### config.mk
export PLATFORM = sky130hd
export DESIGN_NAME = nlts_core
export DESIGN_NICKNAME = d
export VERILOG_FILES = /design/src/hw/nlts_pkg.sv /design/src/hw/nlts_core.sv /design/src/hw/nlts_nibble_alu.sv
export SDC_FILE = /design/constraint.sdc
export NUM_CORES = 1
export LEC_CHECK = 0
export BUFFER_PORTS_ARGS = -buffer_cell sky130_fd_sc_hd__buf_2
export CAP_MARGIN = 20
export CORE_ASPECT_RATIO = 1.5
export CORE_MARGIN = 2
export CORE_UTILIZATION = 55
export CTS_BUF_LIST = sky130_fd_sc_hd__clkbuf_8
export DETAILED_ROUTE_END_ITERATION = 6
export PLACE_DENSITY_LB_ADDON = 0.12
export SYNTH_ARGS = -nofsm -noshare
export SYNTH_HDL_FRONTEND = slang
export SYNTH_SLANG_ARGS = --single-unit
### constraint.sdc
create_clock -name clk_sys_in -period 3.9 [get_ports clk_sys_in]
set_input_delay 0.78 -clock clk_sys_in [delete_from_list [all_inputs] [get_ports clk_sys_in]]
set_output_delay 0.78 -clock clk_sys_in [all_outputs]
set_load 0.01 [all_outputs]
### src/hw/nlts_pkg.sv
// constants and types shared by the nibble logic and test-skip unit
package nlts_pkg;

   // ****************************************************
   // sizes
   // ****************************************************
   localparam int unsigned NIB_W      = 4;
   localparam int unsigned MEM_DEPTH  = 16;
   localparam int unsigned MEM_AW     = 4;
   localparam int unsigned GREG_DEPTH = 4;
   localparam int unsigned GREG_AW    = 2;
   localparam int unsigned PC_W       = 8;
   localparam int unsigned WB_AW      = 8;
   localparam int unsigned WB_DW      = 32;
   localparam int unsigned WB_SW      = 4;

   // ****************************************************
   // register offsets (byte addresses)
   // ****************************************************
   localparam logic [7:0] ADDR_INSTR     = 8'h00;
   localparam logic [7:0] ADDR_PSW       = 8'h04;
   localparam logic [7:0] ADDR_STATUS    = 8'h08;
   localparam logic [7:0] ADDR_MEM_BASE  = 8'h40;
   localparam logic [7:0] ADDR_MEM_LAST  = 8'h7C;
   localparam logic [7:0] ADDR_GREG_BASE = 8'h80;
   localparam logic [7:0] ADDR_GREG_LAST = 8'h8C;

   // ****************************************************
   // field positions and widths
   // ****************************************************
   localparam int unsigned INSTR_W         = 13;
   localparam int unsigned PSW_W           = 9;
   localparam int unsigned STAT_SKIP_BIT   = 0;
   localparam int unsigned STAT_LAST_BIT   = 1;
   localparam int unsigned STAT_PC_LSB     = 8;
   localparam int unsigned STAT_RESULT_LSB = 16;

   // ****************************************************
   // types
   // ****************************************************
   typedef enum logic [3:0] {
      OP_AND              = 4'h0,
      OP_OR               = 4'h1,
      OP_XOR              = 4'h2,
      OP_SKIP_IF_ALL_SET  = 4'h3,
      OP_SKIP_IF_ALL_CLR  = 4'h4,
      OP_SKIP_IF_EQUAL    = 4'h5,
      OP_SKIP_IF_UNEQUAL  = 4'h6,
      OP_SKIP_IF_NOT_BELOW = 4'h7,
      OP_SKIP_IF_BELOW    = 4'h8,
      OP_NOP              = 4'hF
   } nlts_op_t;

   // bit 12 reg_form, 11:8 operand, 7:4 addr, 3:0 op
   typedef struct packed {
      logic             reg_form;
      logic [3:0]       operand;
      logic [3:0]       addr;
      nlts_op_t         op;
   } nlts_instr_t;

   // bit 0 zero, 1 carry, 2 compare-only, 3 decimal, 4 index enable, 8:5 index
   typedef struct packed {
      logic [3:0]       index;
      logic             index_enable_flag;
      logic             decimal_mode_flag;
      logic             compare_only_flag;
      logic             carry_flag;
      logic             zero_flag;
   } nlts_psw_t;

   typedef struct packed {
      logic             cyc;
      logic             stb;
      logic             we;
      logic [7:0]       adr;
      logic [3:0]       sel;
      logic [31:0]      dat;
   } nlts_wb_req_t;

   // ****************************************************
   // reset values
   // ****************************************************
   localparam nlts_psw_t   PSW_RESET   = 9'h000;
   localparam logic [3:0]  NIB_RESET   = 4'h0;
   localparam logic [7:0]  PC_RESET    = 8'h00;
   localparam logic [7:0]  PC_STEP     = 8'h01;
   localparam logic [31:0] DATA_ZERO   = 32'h0000_0000;

endpackage

### src/hw/nlts_core.sv
// nibble logic and test-skip unit with its wishbone register slave
//
// What this block does
// - and, or and xor work bit by bit on the two nibbles with the usual truth tables.
// - logic ops leave carry and zero alone and ignore the decimal and compare-only flags.
// - skip_if_all_set skips the next instruction when every masked memory bit is one.
// - skip_if_all_clear skips the next instruction when every masked memory bit is zero.
// - the bit tests only take a memory operand and have no register form.
// - either bit test clears the compare-only flag.
// - the bit tests ignore decimal mode and never touch carry or zero.
// - with index enable set the memory address is offset by the index before the read.
// - the compare-skip ops compare a memory nibble with an immediate only.
// - skip_if_equal skips when the nibble equals the immediate.
// - skip_if_unequal skips when the nibble differs from the immediate.
// - skip_if_not_below skips when the nibble is unsigned greater or equal to the immediate.
// - skip_if_below skips when the nibble is unsigned less than the immediate.
// - the compare-skip ops ignore decimal and compare-only and never touch carry or zero.
//
// Register access over Wishbone and the register addresses were chosen for this implementation.
`timescale 1ns/1ps
`default_nettype none

module nlts_core (
   input  wire logic                  clk_sys_in,
   input  wire logic                  rst_in,
   input  wire logic                  ce_in,
   input  wire nlts_pkg::nlts_wb_req_t wb_req_in,
   output logic [31:0]                wb_dat_out,
   output logic                       wb_ack_out,
   output logic                       skip_pending_out
);
   import nlts_pkg::*;

   // ****************************************************
   // helpers
   // ****************************************************
   function automatic logic [31:0] byte_merge(input logic [31:0] old_val,
                                              input logic [31:0] new_val,
                                              input logic [3:0]  sel);
      logic [31:0] merged;
      merged = old_val;
      for (int b = 0; b < 4; b++) begin
         if (sel[b]) begin
            merged[b*8 +: 8] = new_val[b*8 +: 8];
         end
      end
      return merged;
   endfunction

   function automatic logic [3:0] word_index(input logic [7:0] adr,
                                             input logic [7:0] base);
      logic [7:0] diff;
      diff = adr - base;
      return diff[5:2];
   endfunction

   // ****************************************************
   // state
   // ****************************************************
   logic [3:0]  mem_reg [MEM_DEPTH];
   logic [3:0]  greg_reg [GREG_DEPTH];
   nlts_psw_t   psw_reg;
   logic [7:0]  pc_reg;
   logic        skip_pending_reg;
   logic        last_skip_reg;
   logic [3:0]  last_result_reg;
   logic        ack_reg;
   logic [31:0] dat_reg;

   // ****************************************************
   // bus decode
   // ****************************************************
   logic        bus_go;
   logic        wr_go;
   logic        hit_instr;
   logic        hit_psw;
   logic        hit_status;
   logic        hit_mem;
   logic        hit_greg;
   logic [3:0]  mem_idx;
   logic [1:0]  greg_idx;

   assign bus_go  = ce_in && wb_req_in.cyc && wb_req_in.stb && !ack_reg;
   assign wr_go   = bus_go && wb_req_in.we;
   assign mem_idx = word_index(wb_req_in.adr, ADDR_MEM_BASE);
   assign greg_idx = 2'(word_index(wb_req_in.adr, ADDR_GREG_BASE));

   always_comb begin
      hit_instr  = 1'b0;
      hit_psw    = 1'b0;
      hit_status = 1'b0;
      hit_mem    = 1'b0;
      hit_greg   = 1'b0;
      if (wb_req_in.adr[1:0] != 2'h0) begin
         hit_instr = 1'b0;
      end else if (wb_req_in.adr == ADDR_INSTR) begin
         hit_instr = 1'b1;
      end else if (wb_req_in.adr == ADDR_PSW) begin
         hit_psw = 1'b1;
      end else if (wb_req_in.adr == ADDR_STATUS) begin
         hit_status = 1'b1;
      end else if (wb_req_in.adr >= ADDR_MEM_BASE && wb_req_in.adr <= ADDR_MEM_LAST) begin
         hit_mem = 1'b1;
      end else if (wb_req_in.adr >= ADDR_GREG_BASE && wb_req_in.adr <= ADDR_GREG_LAST) begin
         hit_greg = 1'b1;
      end
   end

   // ****************************************************
   // instruction decode and execution
   // ****************************************************
   nlts_instr_t instr;
   logic        exec_fire;
   logic        exec_live;
   logic [3:0]  eff_addr;
   logic [3:0]  mem_val;
   logic [3:0]  other_val;
   logic        use_greg;
   logic [3:0]  alu_result;
   logic        alu_stores;
   logic        alu_bit_test;
   logic        alu_skip;
   logic        is_compare;

   assign instr     = nlts_instr_t'(INSTR_W'(byte_merge(DATA_ZERO, wb_req_in.dat,
                                                        wb_req_in.sel)));
   assign exec_fire = wr_go && hit_instr && wb_req_in.sel[0];
   assign exec_live = exec_fire && !skip_pending_reg;
   assign eff_addr  = psw_reg.index_enable_flag ? 4'(instr.addr + psw_reg.index)
                                                : instr.addr;
   assign mem_val   = mem_reg[eff_addr];
   // register form exists for logic ops only
   assign use_greg  = instr.reg_form && alu_stores;
   assign other_val = use_greg ? greg_reg[instr.operand[1:0]] : instr.operand;
   assign is_compare = !alu_stores && !alu_bit_test && instr.op != OP_NOP &&
                       instr.op <= OP_SKIP_IF_BELOW;

   nlts_nibble_alu u_alu (
      .op_in           (instr.op),
      .mem_val_in      (mem_val),
      .other_val_in    (other_val),
      .result_out      (alu_result),
      .stores_out      (alu_stores),
      .is_bit_test_out (alu_bit_test),
      .skip_cond_out   (alu_skip)
   );

   // ****************************************************
   // data memory
   // ****************************************************
   always_ff @(posedge clk_sys_in or posedge rst_in) begin
      if (rst_in) begin
         for (int i = 0; i < MEM_DEPTH; i++) begin
            mem_reg[i] <= NIB_RESET;
         end
      end else if (exec_live && alu_stores && !use_greg) begin
         mem_reg[eff_addr] <= alu_result;
      end else if (wr_go && hit_mem) begin
         mem_reg[mem_idx] <= 4'(byte_merge({28'h0, mem_reg[mem_idx]}, wb_req_in.dat,
                                           wb_req_in.sel));
      end
   end

   // ****************************************************
   // general registers
   // ****************************************************
   always_ff @(posedge clk_sys_in or posedge rst_in) begin
      if (rst_in) begin
         for (int i = 0; i < GREG_DEPTH; i++) begin
            greg_reg[i] <= NIB_RESET;
         end
      end else if (exec_live && use_greg) begin
         greg_reg[instr.operand[1:0]] <= alu_result;
      end else if (wr_go && hit_greg) begin
         greg_reg[greg_idx] <= 4'(byte_merge({28'h0, greg_reg[greg_idx]}, wb_req_in.dat,
                                             wb_req_in.sel));
      end
   end

   // ****************************************************
   // program status word
   // ****************************************************
   always_ff @(posedge clk_sys_in or posedge rst_in) begin
      if (rst_in) begin
         psw_reg <= PSW_RESET;
      end else if (exec_live && alu_bit_test) begin
         psw_reg.compare_only_flag <= 1'b0;
      end else if (wr_go && hit_psw) begin
         psw_reg <= nlts_psw_t'(PSW_W'(byte_merge({23'h0, psw_reg}, wb_req_in.dat,
                                                  wb_req_in.sel)));
      end
   end

   // ****************************************************
   // program counter and skip
   // ****************************************************
   always_ff @(posedge clk_sys_in or posedge rst_in) begin
      if (rst_in) begin
         pc_reg           <= PC_RESET;
         skip_pending_reg <= 1'b0;
         last_skip_reg    <= 1'b0;
         last_result_reg  <= NIB_RESET;
      end else if (exec_fire) begin
         pc_reg <= pc_reg + PC_STEP;
         if (skip_pending_reg) begin
            skip_pending_reg <= 1'b0;
            last_skip_reg    <= 1'b1;
         end else begin
            skip_pending_reg <= alu_skip;
            last_skip_reg    <= 1'b0;
            last_result_reg  <= alu_stores ? alu_result : mem_val;
         end
      end
   end

   assign skip_pending_out = skip_pending_reg;

   // ****************************************************
   // bus answer
   // ****************************************************
   always_ff @(posedge clk_sys_in or posedge rst_in) begin
      if (rst_in) begin
         ack_reg <= 1'b0;
      end else if (ce_in) begin
         ack_reg <= bus_go;
      end
   end

   always_ff @(posedge clk_sys_in or posedge rst_in) begin
      if (rst_in) begin
         dat_reg <= DATA_ZERO;
      end else if (bus_go) begin
         dat_reg <= DATA_ZERO;
         if (hit_psw) begin
            dat_reg <= {23'h0, psw_reg};
         end else if (hit_status) begin
            dat_reg[STAT_SKIP_BIT]                <= skip_pending_reg;
            dat_reg[STAT_LAST_BIT]                <= last_skip_reg;
            dat_reg[STAT_PC_LSB +: PC_W]          <= pc_reg;
            dat_reg[STAT_RESULT_LSB +: NIB_W]     <= last_result_reg;
         end else if (hit_mem) begin
            dat_reg[3:0] <= mem_reg[mem_idx];
         end else if (hit_greg) begin
            dat_reg[3:0] <= greg_reg[greg_idx];
         end
      end
   end

   assign wb_ack_out = ack_reg;
   assign wb_dat_out = dat_reg;

   // ****************************************************
   // checks
   // ****************************************************
   logic [3:0] chk_logic;
   always_comb begin
      chk_logic = mem_val ^ other_val;
      if (instr.op == OP_AND) begin
         chk_logic = mem_val & other_val;
      end else if (instr.op == OP_OR) begin
         chk_logic = mem_val | other_val;
      end
   end

   a_logic_store_mem: assert property (@(posedge clk_sys_in) disable iff (rst_in)
      exec_live && alu_stores && !instr.reg_form |=>
         mem_reg[$past(eff_addr)] == $past(chk_logic))
      else $error("logic result not stored in memory");

   a_logic_keep_flags: assert property (@(posedge clk_sys_in) disable iff (rst_in)
      exec_live && alu_stores |=> $stable(psw_reg))
      else $error("logic op changed the status word");

   a_all_set_skip: assert property (@(posedge clk_sys_in) disable iff (rst_in)
      exec_live && instr.op == OP_SKIP_IF_ALL_SET |=>
         skip_pending_reg == (($past(mem_val) & $past(instr.operand)) == $past(instr.operand)))
      else $error("all-set test gave wrong skip");

   a_all_clr_skip: assert property (@(posedge clk_sys_in) disable iff (rst_in)
      exec_live && instr.op == OP_SKIP_IF_ALL_CLR |=>
         skip_pending_reg == (($past(mem_val) & $past(instr.operand)) == 4'h0))
      else $error("all-clear test gave wrong skip");

   a_test_clears_cmp: assert property (@(posedge clk_sys_in) disable iff (rst_in)
      exec_live && alu_bit_test |=> !psw_reg.compare_only_flag &&
         psw_reg.carry_flag == $past(psw_reg.carry_flag) &&
         psw_reg.zero_flag == $past(psw_reg.zero_flag))
      else $error("bit test flag handling wrong");

   a_index_address: assert property (@(posedge clk_sys_in) disable iff (rst_in)
      exec_live && psw_reg.index_enable_flag && alu_stores && !instr.reg_form |=>
         mem_reg[4'($past(instr.addr) + $past(psw_reg.index))] == $past(chk_logic))
      else $error("index modification not applied");

   a_equal_skip: assert property (@(posedge clk_sys_in) disable iff (rst_in)
      exec_live && instr.op == OP_SKIP_IF_EQUAL |=>
         skip_pending_reg == ($past(mem_val) == $past(instr.operand)))
      else $error("equal test gave wrong skip");

   a_unequal_skip: assert property (@(posedge clk_sys_in) disable iff (rst_in)
      exec_live && instr.op == OP_SKIP_IF_UNEQUAL |=>
         skip_pending_reg == ($past(mem_val) != $past(instr.operand)))
      else $error("unequal test gave wrong skip");

   a_order_skip: assert property (@(posedge clk_sys_in) disable iff (rst_in)
      exec_live && (instr.op == OP_SKIP_IF_NOT_BELOW || instr.op == OP_SKIP_IF_BELOW) |=>
         skip_pending_reg == (($past(mem_val) < $past(instr.operand)) ==
                              ($past(instr.op) == OP_SKIP_IF_BELOW)))
      else $error("ordered compare gave wrong skip");

   a_compare_flags: assert property (@(posedge clk_sys_in) disable iff (rst_in)
      exec_live && is_compare |=> $stable(psw_reg))
      else $error("compare changed the status word");

   a_skip_suppress: assert property (@(posedge clk_sys_in) disable iff (rst_in)
      exec_fire && skip_pending_reg |=> !skip_pending_reg && $stable(psw_reg) &&
         pc_reg == 8'($past(pc_reg) + 8'h01) && mem_reg[$past(eff_addr)] == $past(mem_val))
      else $error("skipped instruction took effect");

endmodule
`default_nettype wire

### src/hw/nlts_nibble_alu.sv
// bitwise operations and skip conditions on one data-memory nibble
`timescale 1ns/1ps
`default_nettype none

module nlts_nibble_alu (
   input  wire nlts_pkg::nlts_op_t op_in,
   input  wire logic [3:0]         mem_val_in,
   input  wire logic [3:0]         other_val_in,
   output logic [3:0]              result_out,
   output logic                    stores_out,
   output logic                    is_bit_test_out,
   output logic                    skip_cond_out
);
   import nlts_pkg::*;

   // ****************************************************
   // logic ops and test conditions
   // ****************************************************
   always_comb begin
      result_out      = mem_val_in;
      stores_out      = 1'b0;
      is_bit_test_out = 1'b0;
      skip_cond_out   = 1'b0;
      case (op_in)
         OP_AND: begin
            result_out = mem_val_in & other_val_in;
            stores_out = 1'b1;
         end
         OP_OR: begin
            result_out = mem_val_in | other_val_in;
            stores_out = 1'b1;
         end
         OP_XOR: begin
            result_out = mem_val_in ^ other_val_in;
            stores_out = 1'b1;
         end
         OP_SKIP_IF_ALL_SET: begin
            is_bit_test_out = 1'b1;
            skip_cond_out   = (mem_val_in & other_val_in) == other_val_in;
         end
         OP_SKIP_IF_ALL_CLR: begin
            is_bit_test_out = 1'b1;
            skip_cond_out   = (mem_val_in & other_val_in) == NIB_RESET;
         end
         OP_SKIP_IF_EQUAL: begin
            skip_cond_out = mem_val_in == other_val_in;
         end
         OP_SKIP_IF_UNEQUAL: begin
            skip_cond_out = mem_val_in != other_val_in;
         end
         OP_SKIP_IF_NOT_BELOW: begin
            skip_cond_out = mem_val_in >= other_val_in;
         end
         OP_SKIP_IF_BELOW: begin
            skip_cond_out = mem_val_in < other_val_in;
         end
         default: begin
            result_out = mem_val_in;
         end
      endcase
   end

endmodule
`default_nettype wire

==> flow_metrics.py <==
metrics = {
    "routing": {
        "wl_met1_mm": 9.85,
        "drt-total-wl_mm": 29.0,
        "drt-wirelength-per-cell_um": 24.5,
        "top_layer": "met4",
        "wl_met2_mm": 14.6,
        "via_per_inst": 6.75,
        "via_count": 7994,
        "dr_wl_met3_mm": 2.40,
        "ant_nets": 0,
        "drtPass1Iterations": 6,
        "drtIter0Drc": 747,
        "post-route-drc-count": 0,
    },
    "place": {
        "place_congestion": 0.992,
        "dpl_worst_slack_ns": -0.829,
        "placed_cell_area_mm2": 0.00932,
        "place_hpwl_mm": 20.7,
        "io_buffers": 50,
    },
    "synthesis": {
        "synth-seq-cells": 124,
        "yosysWarnings": 0,
        "async_reset_ff_share_pct": 100,
        "ys_types": 69,
        "seq_area_frac_synth_pct": 38.2,
        "synth_edf_count": 0,
        "synth_flop_cell": "dfrtp_1",
        "syn_inst": 851,
        "synthesis.area_mm2": 0.00811,
        "postSynthAreaPerCell_um2": 9.53,
    },
    "die": {
        "rows": 54,
        "die_area_mm2": 0.0158,
        "die_y_um": 153,
        "num_io_pins": 84,
        "start_util_pct": 56.1,
        "die_w_um": 103,
        "core-area_mm2": 0.0145,
    },
    "timing": {
        "worstMarginPinSlew_ns": 1.19,
        "relSlewSlack_pct": 20.5,
        "fin_tns_setup_ns": -0.0729,
        "slew_violations": 0,
        "whs_ns": 0.438,
        "fin_crit_sh_pct": 101,
        "setup_viol": 6,
        "fmax_ghz": 0.255,
        "setup_ws_ns": -0.0215,
        "hold_violations": 0,
        "skew_ns": 0.0176,
        "rsz0062_at_grt": "yes",
        "period_needed_ns": 3.92,
    },
    "layout": {
        "fill_cells": 1185,
        "fin_nets": 1043,
        "design_area_mm2": 0.0101,
        "insertedDiodeCount": 0,
        "largest_reg_flops": 64,
        "area_growth_pct": 24.4,
        "layout-drive-gt1-share_pct": 32.7,
    },
    "global_route": {
        "antenna_found_initial": 0,
        "grt_pass1_wl_mm": 44.1,
        "grt_overflow": 0,
        "grt_max_degree": 47,
        "grt_pass1_vias": 7878,
        "track_usage_pct": 37.4,
    },
    "cts": {
        "clkTransAtPathRegs_ns": 0.10,
        "cts_buffers": 17,
        "clock_sinks": 124,
        "cts_tree": "yes",
        "cts_hold_buf": 0,
        "cts_buffer_depth": 2,
        "cts-root-buf": "clkbuf_8",
        "h-tree-depth": 4,
        "worstSkewPairLatency_ns": 0.46,
    },
    "worst_setup_path": {
        "critPathSlowestCell": "mux4_2",
        "critPathTopFamily": "multiplexers",
        "path_common_cell": "ha_4",
        "start_kind": "input port",
        "critical_path.cell_chain": "buf_6 -> and2_4 -> ha_4 -> inv_4 -> fa_2 -> mux2_4 -> buf_12 -> mux2i_2 -> mux4_2 -> nand2_2 -> o31ai_4 -> ha_4 -> nand3b_1 -> a21oi_2 -> o21ai_2 -> o221a_4 -> clkbuf_16 -> o21ai_1",
        "cp-end-kind": "flip-flop",
        "worst_ep_required_time_ns": 4.26,
        "crit_fanout": 6,
        "cp.buffers_inverters": 4,
        "arrival_ns": 4.28,
        "path_class": "in2reg",
        "slowest_delay_ns": 0.49,
    },
    "status": {
        "violations": "negative setup slack",
        "outcome": "complete, but fails checks",
    },
    "pwr": {
        "leakage_nw": 4.28,
        "vdd_ir_drop_max_mv": 0.262,
        "p_total_mw": 2.96,
        "power.density_mw_per_mm2": 293,
    },
    "worst_hold_path": {
        "hp-class": "in2async",
    },
    "run": {
        "cap_violations": 0,
    },
}
==> layout make-up <==
class                      instances  area, µm²  share of cell area [%]
inverter                          31        123                    1.21
clock buffer                      17        234                    2.32
clock inverter                    15        171                    1.70
tap                              196        245                    2.43
sequential                       124       3100                    30.7
timing repair buffer             155       1230                    12.2
multi-input combinational        647       4980                    49.4
==> synthesized netlist by cell type, types with 4 or more instances <==
master / count / area, µm²
nor4_1: 8 / 50.1
mux4_2: 29 / 653
and3_1: 9 / 56.3
nor2_1: 30 / 113
a221oi_1: 5 / 43.8
buf_1: 7 / 26.3
o21ai_1: 9 / 45.0
mux2i_1: 21 / 210
nor3_1: 12 / 60.1
nand4_1: 4 / 25.0
a21oi_1: 21 / 105
inv_1: 31 / 116
a31oi_1: 5 / 31.3
xnor2_1: 7 / 61.3
nand2_1: 120 / 450
o221ai_1: 4 / 35.0
dfrtp_1: 124 / 3100
nand2b_1: 8 / 50.1
o21a_1: 4 / 30.0
a21o_1: 5 / 37.5
clkbuf_1: 31 / 116
o22ai_1: 7 / 43.8
mux2_2: 15 / 169
buf_4: 12 / 90.1
buf_2: 9 / 45.0
a211oi_2: 10 / 125
o211ai_1: 15 / 113
o21ai_0: 82 / 410
a311oi_1: 6 / 52.6
nand3_1: 43 / 215
and2_1: 6 / 37.5
ha_1: 16 / 200
nor2b_1: 5 / 31.3
o31a_1: 4 / 35.0
a22o_1: 5 / 43.8
or2_2: 6 / 37.5
a22oi_1: 64 / 480
==> report_power, final <==
group | leakage [nW] | total (mW) | switching (mW) | internal, mW
clock | 0.196 | 1.18 | 0.646 | 0.537
sequential | 1.72 | 1.30 | 0.00600 | 1.29
combinational | 2.36 | 0.481 | 0.302 | 0.179
total | 4.28 | 2.96 | 0.954 | 2.01
==> logic make-up after synthesis <==
kind of cell	after synthesis	synth area share, %
AND/OR/NAND/NOR	277	17.2
multiplexers	66	12.9
AO/OA/AOI/OAI	266	22.9
XOR/XNOR	8	0.864
flip-flops	124	38.2
adder cells (fa/ha/maj)	17	2.71
other	1	0.0462
buffers and inverters	92	5.13
==> cell usage in the layout, fill, tap and decap left out, drive strengths merged, types with 8 or more instances in the layout <==
cell | synthesis | final
and3 | 9 | 9
nor2 | 32 | 32
mux2 | 15 | 16
ha | 16 | 16
nand2b | 8 | 8
dfrtp | 124 | 124
mux2i | 22 | 22
nand2 | 121 | 121
nor4 | 8 | 8
o21ai | 91 | 91
conb | 1 | 12
buf | 30 | 153
inv | 31 | 39
mux4 | 29 | 29
a211oi | 12 | 12
nor3 | 13 | 13
nand3 | 46 | 46
a21oi | 21 | 21
clkbuf | 31 | 19
o211ai | 15 | 15
a22oi | 64 | 64
==> routing by layer <==
| layer | GRT usage [%] | up-vias |
|---|---|---|
| met5 | 0 | - |
| li1 | - | 3448 |
| met2 | 62.4 | 533 |
| met1 | 44.2 | 3852 |
| met4 | 20.4 | 0 |
| met3 | 7.52 | 161 |
==> worst paths after layout <==
kind | start | endpoint | slack (ns) | cells after the start
worst max-delay path | wb_req_in[32] | mem_reg[3]$_DFFE_PP0P_ | -0.02 | 18
worst min-delay path | rst_in | mem_reg[18]$_DFFE_PP0P_ | 0.44 | 2
worst max register to register | psw_reg[5]$_DFFE_PP0P_ | mem_reg[3]$_DFFE_PP0P_ | 0.11 | 16
worst min register to register | wb_dat_out[17]$_DFFE_PP0P_ | wb_dat_out[17]$_DFFE_PP0P_ | 0.47 | 2
max in group asynchronous | rst_in | mem_reg[38]$_DFFE_PP0P_ | 2.63 | 3
min in group clk_sys_in | wb_dat_out[17]$_DFFE_PP0P_ | wb_dat_out[17]$_DFFE_PP0P_ | 0.47 | 2
==> per-stage QoR <==
step	std cells	utilization (%)
3_5_place_dp	1143	64.5
5_1_grt	1185	69.8
6_report	1185	69.8
4_1_cts	1180	68.2
2_1_floorplan	862	-
3_3_place_gp	1143	64.5
==> timing repair <==
action | in CTS | in global routing
endpoints found under the setup margin | 85 | 84
gates resized for setup | 15 | 54
gates cloned | 1 | 2
pin swaps | 4 | 25
buffers inserted | 4 | 3
No activity file was read; power rests on OpenSTA's default activity.
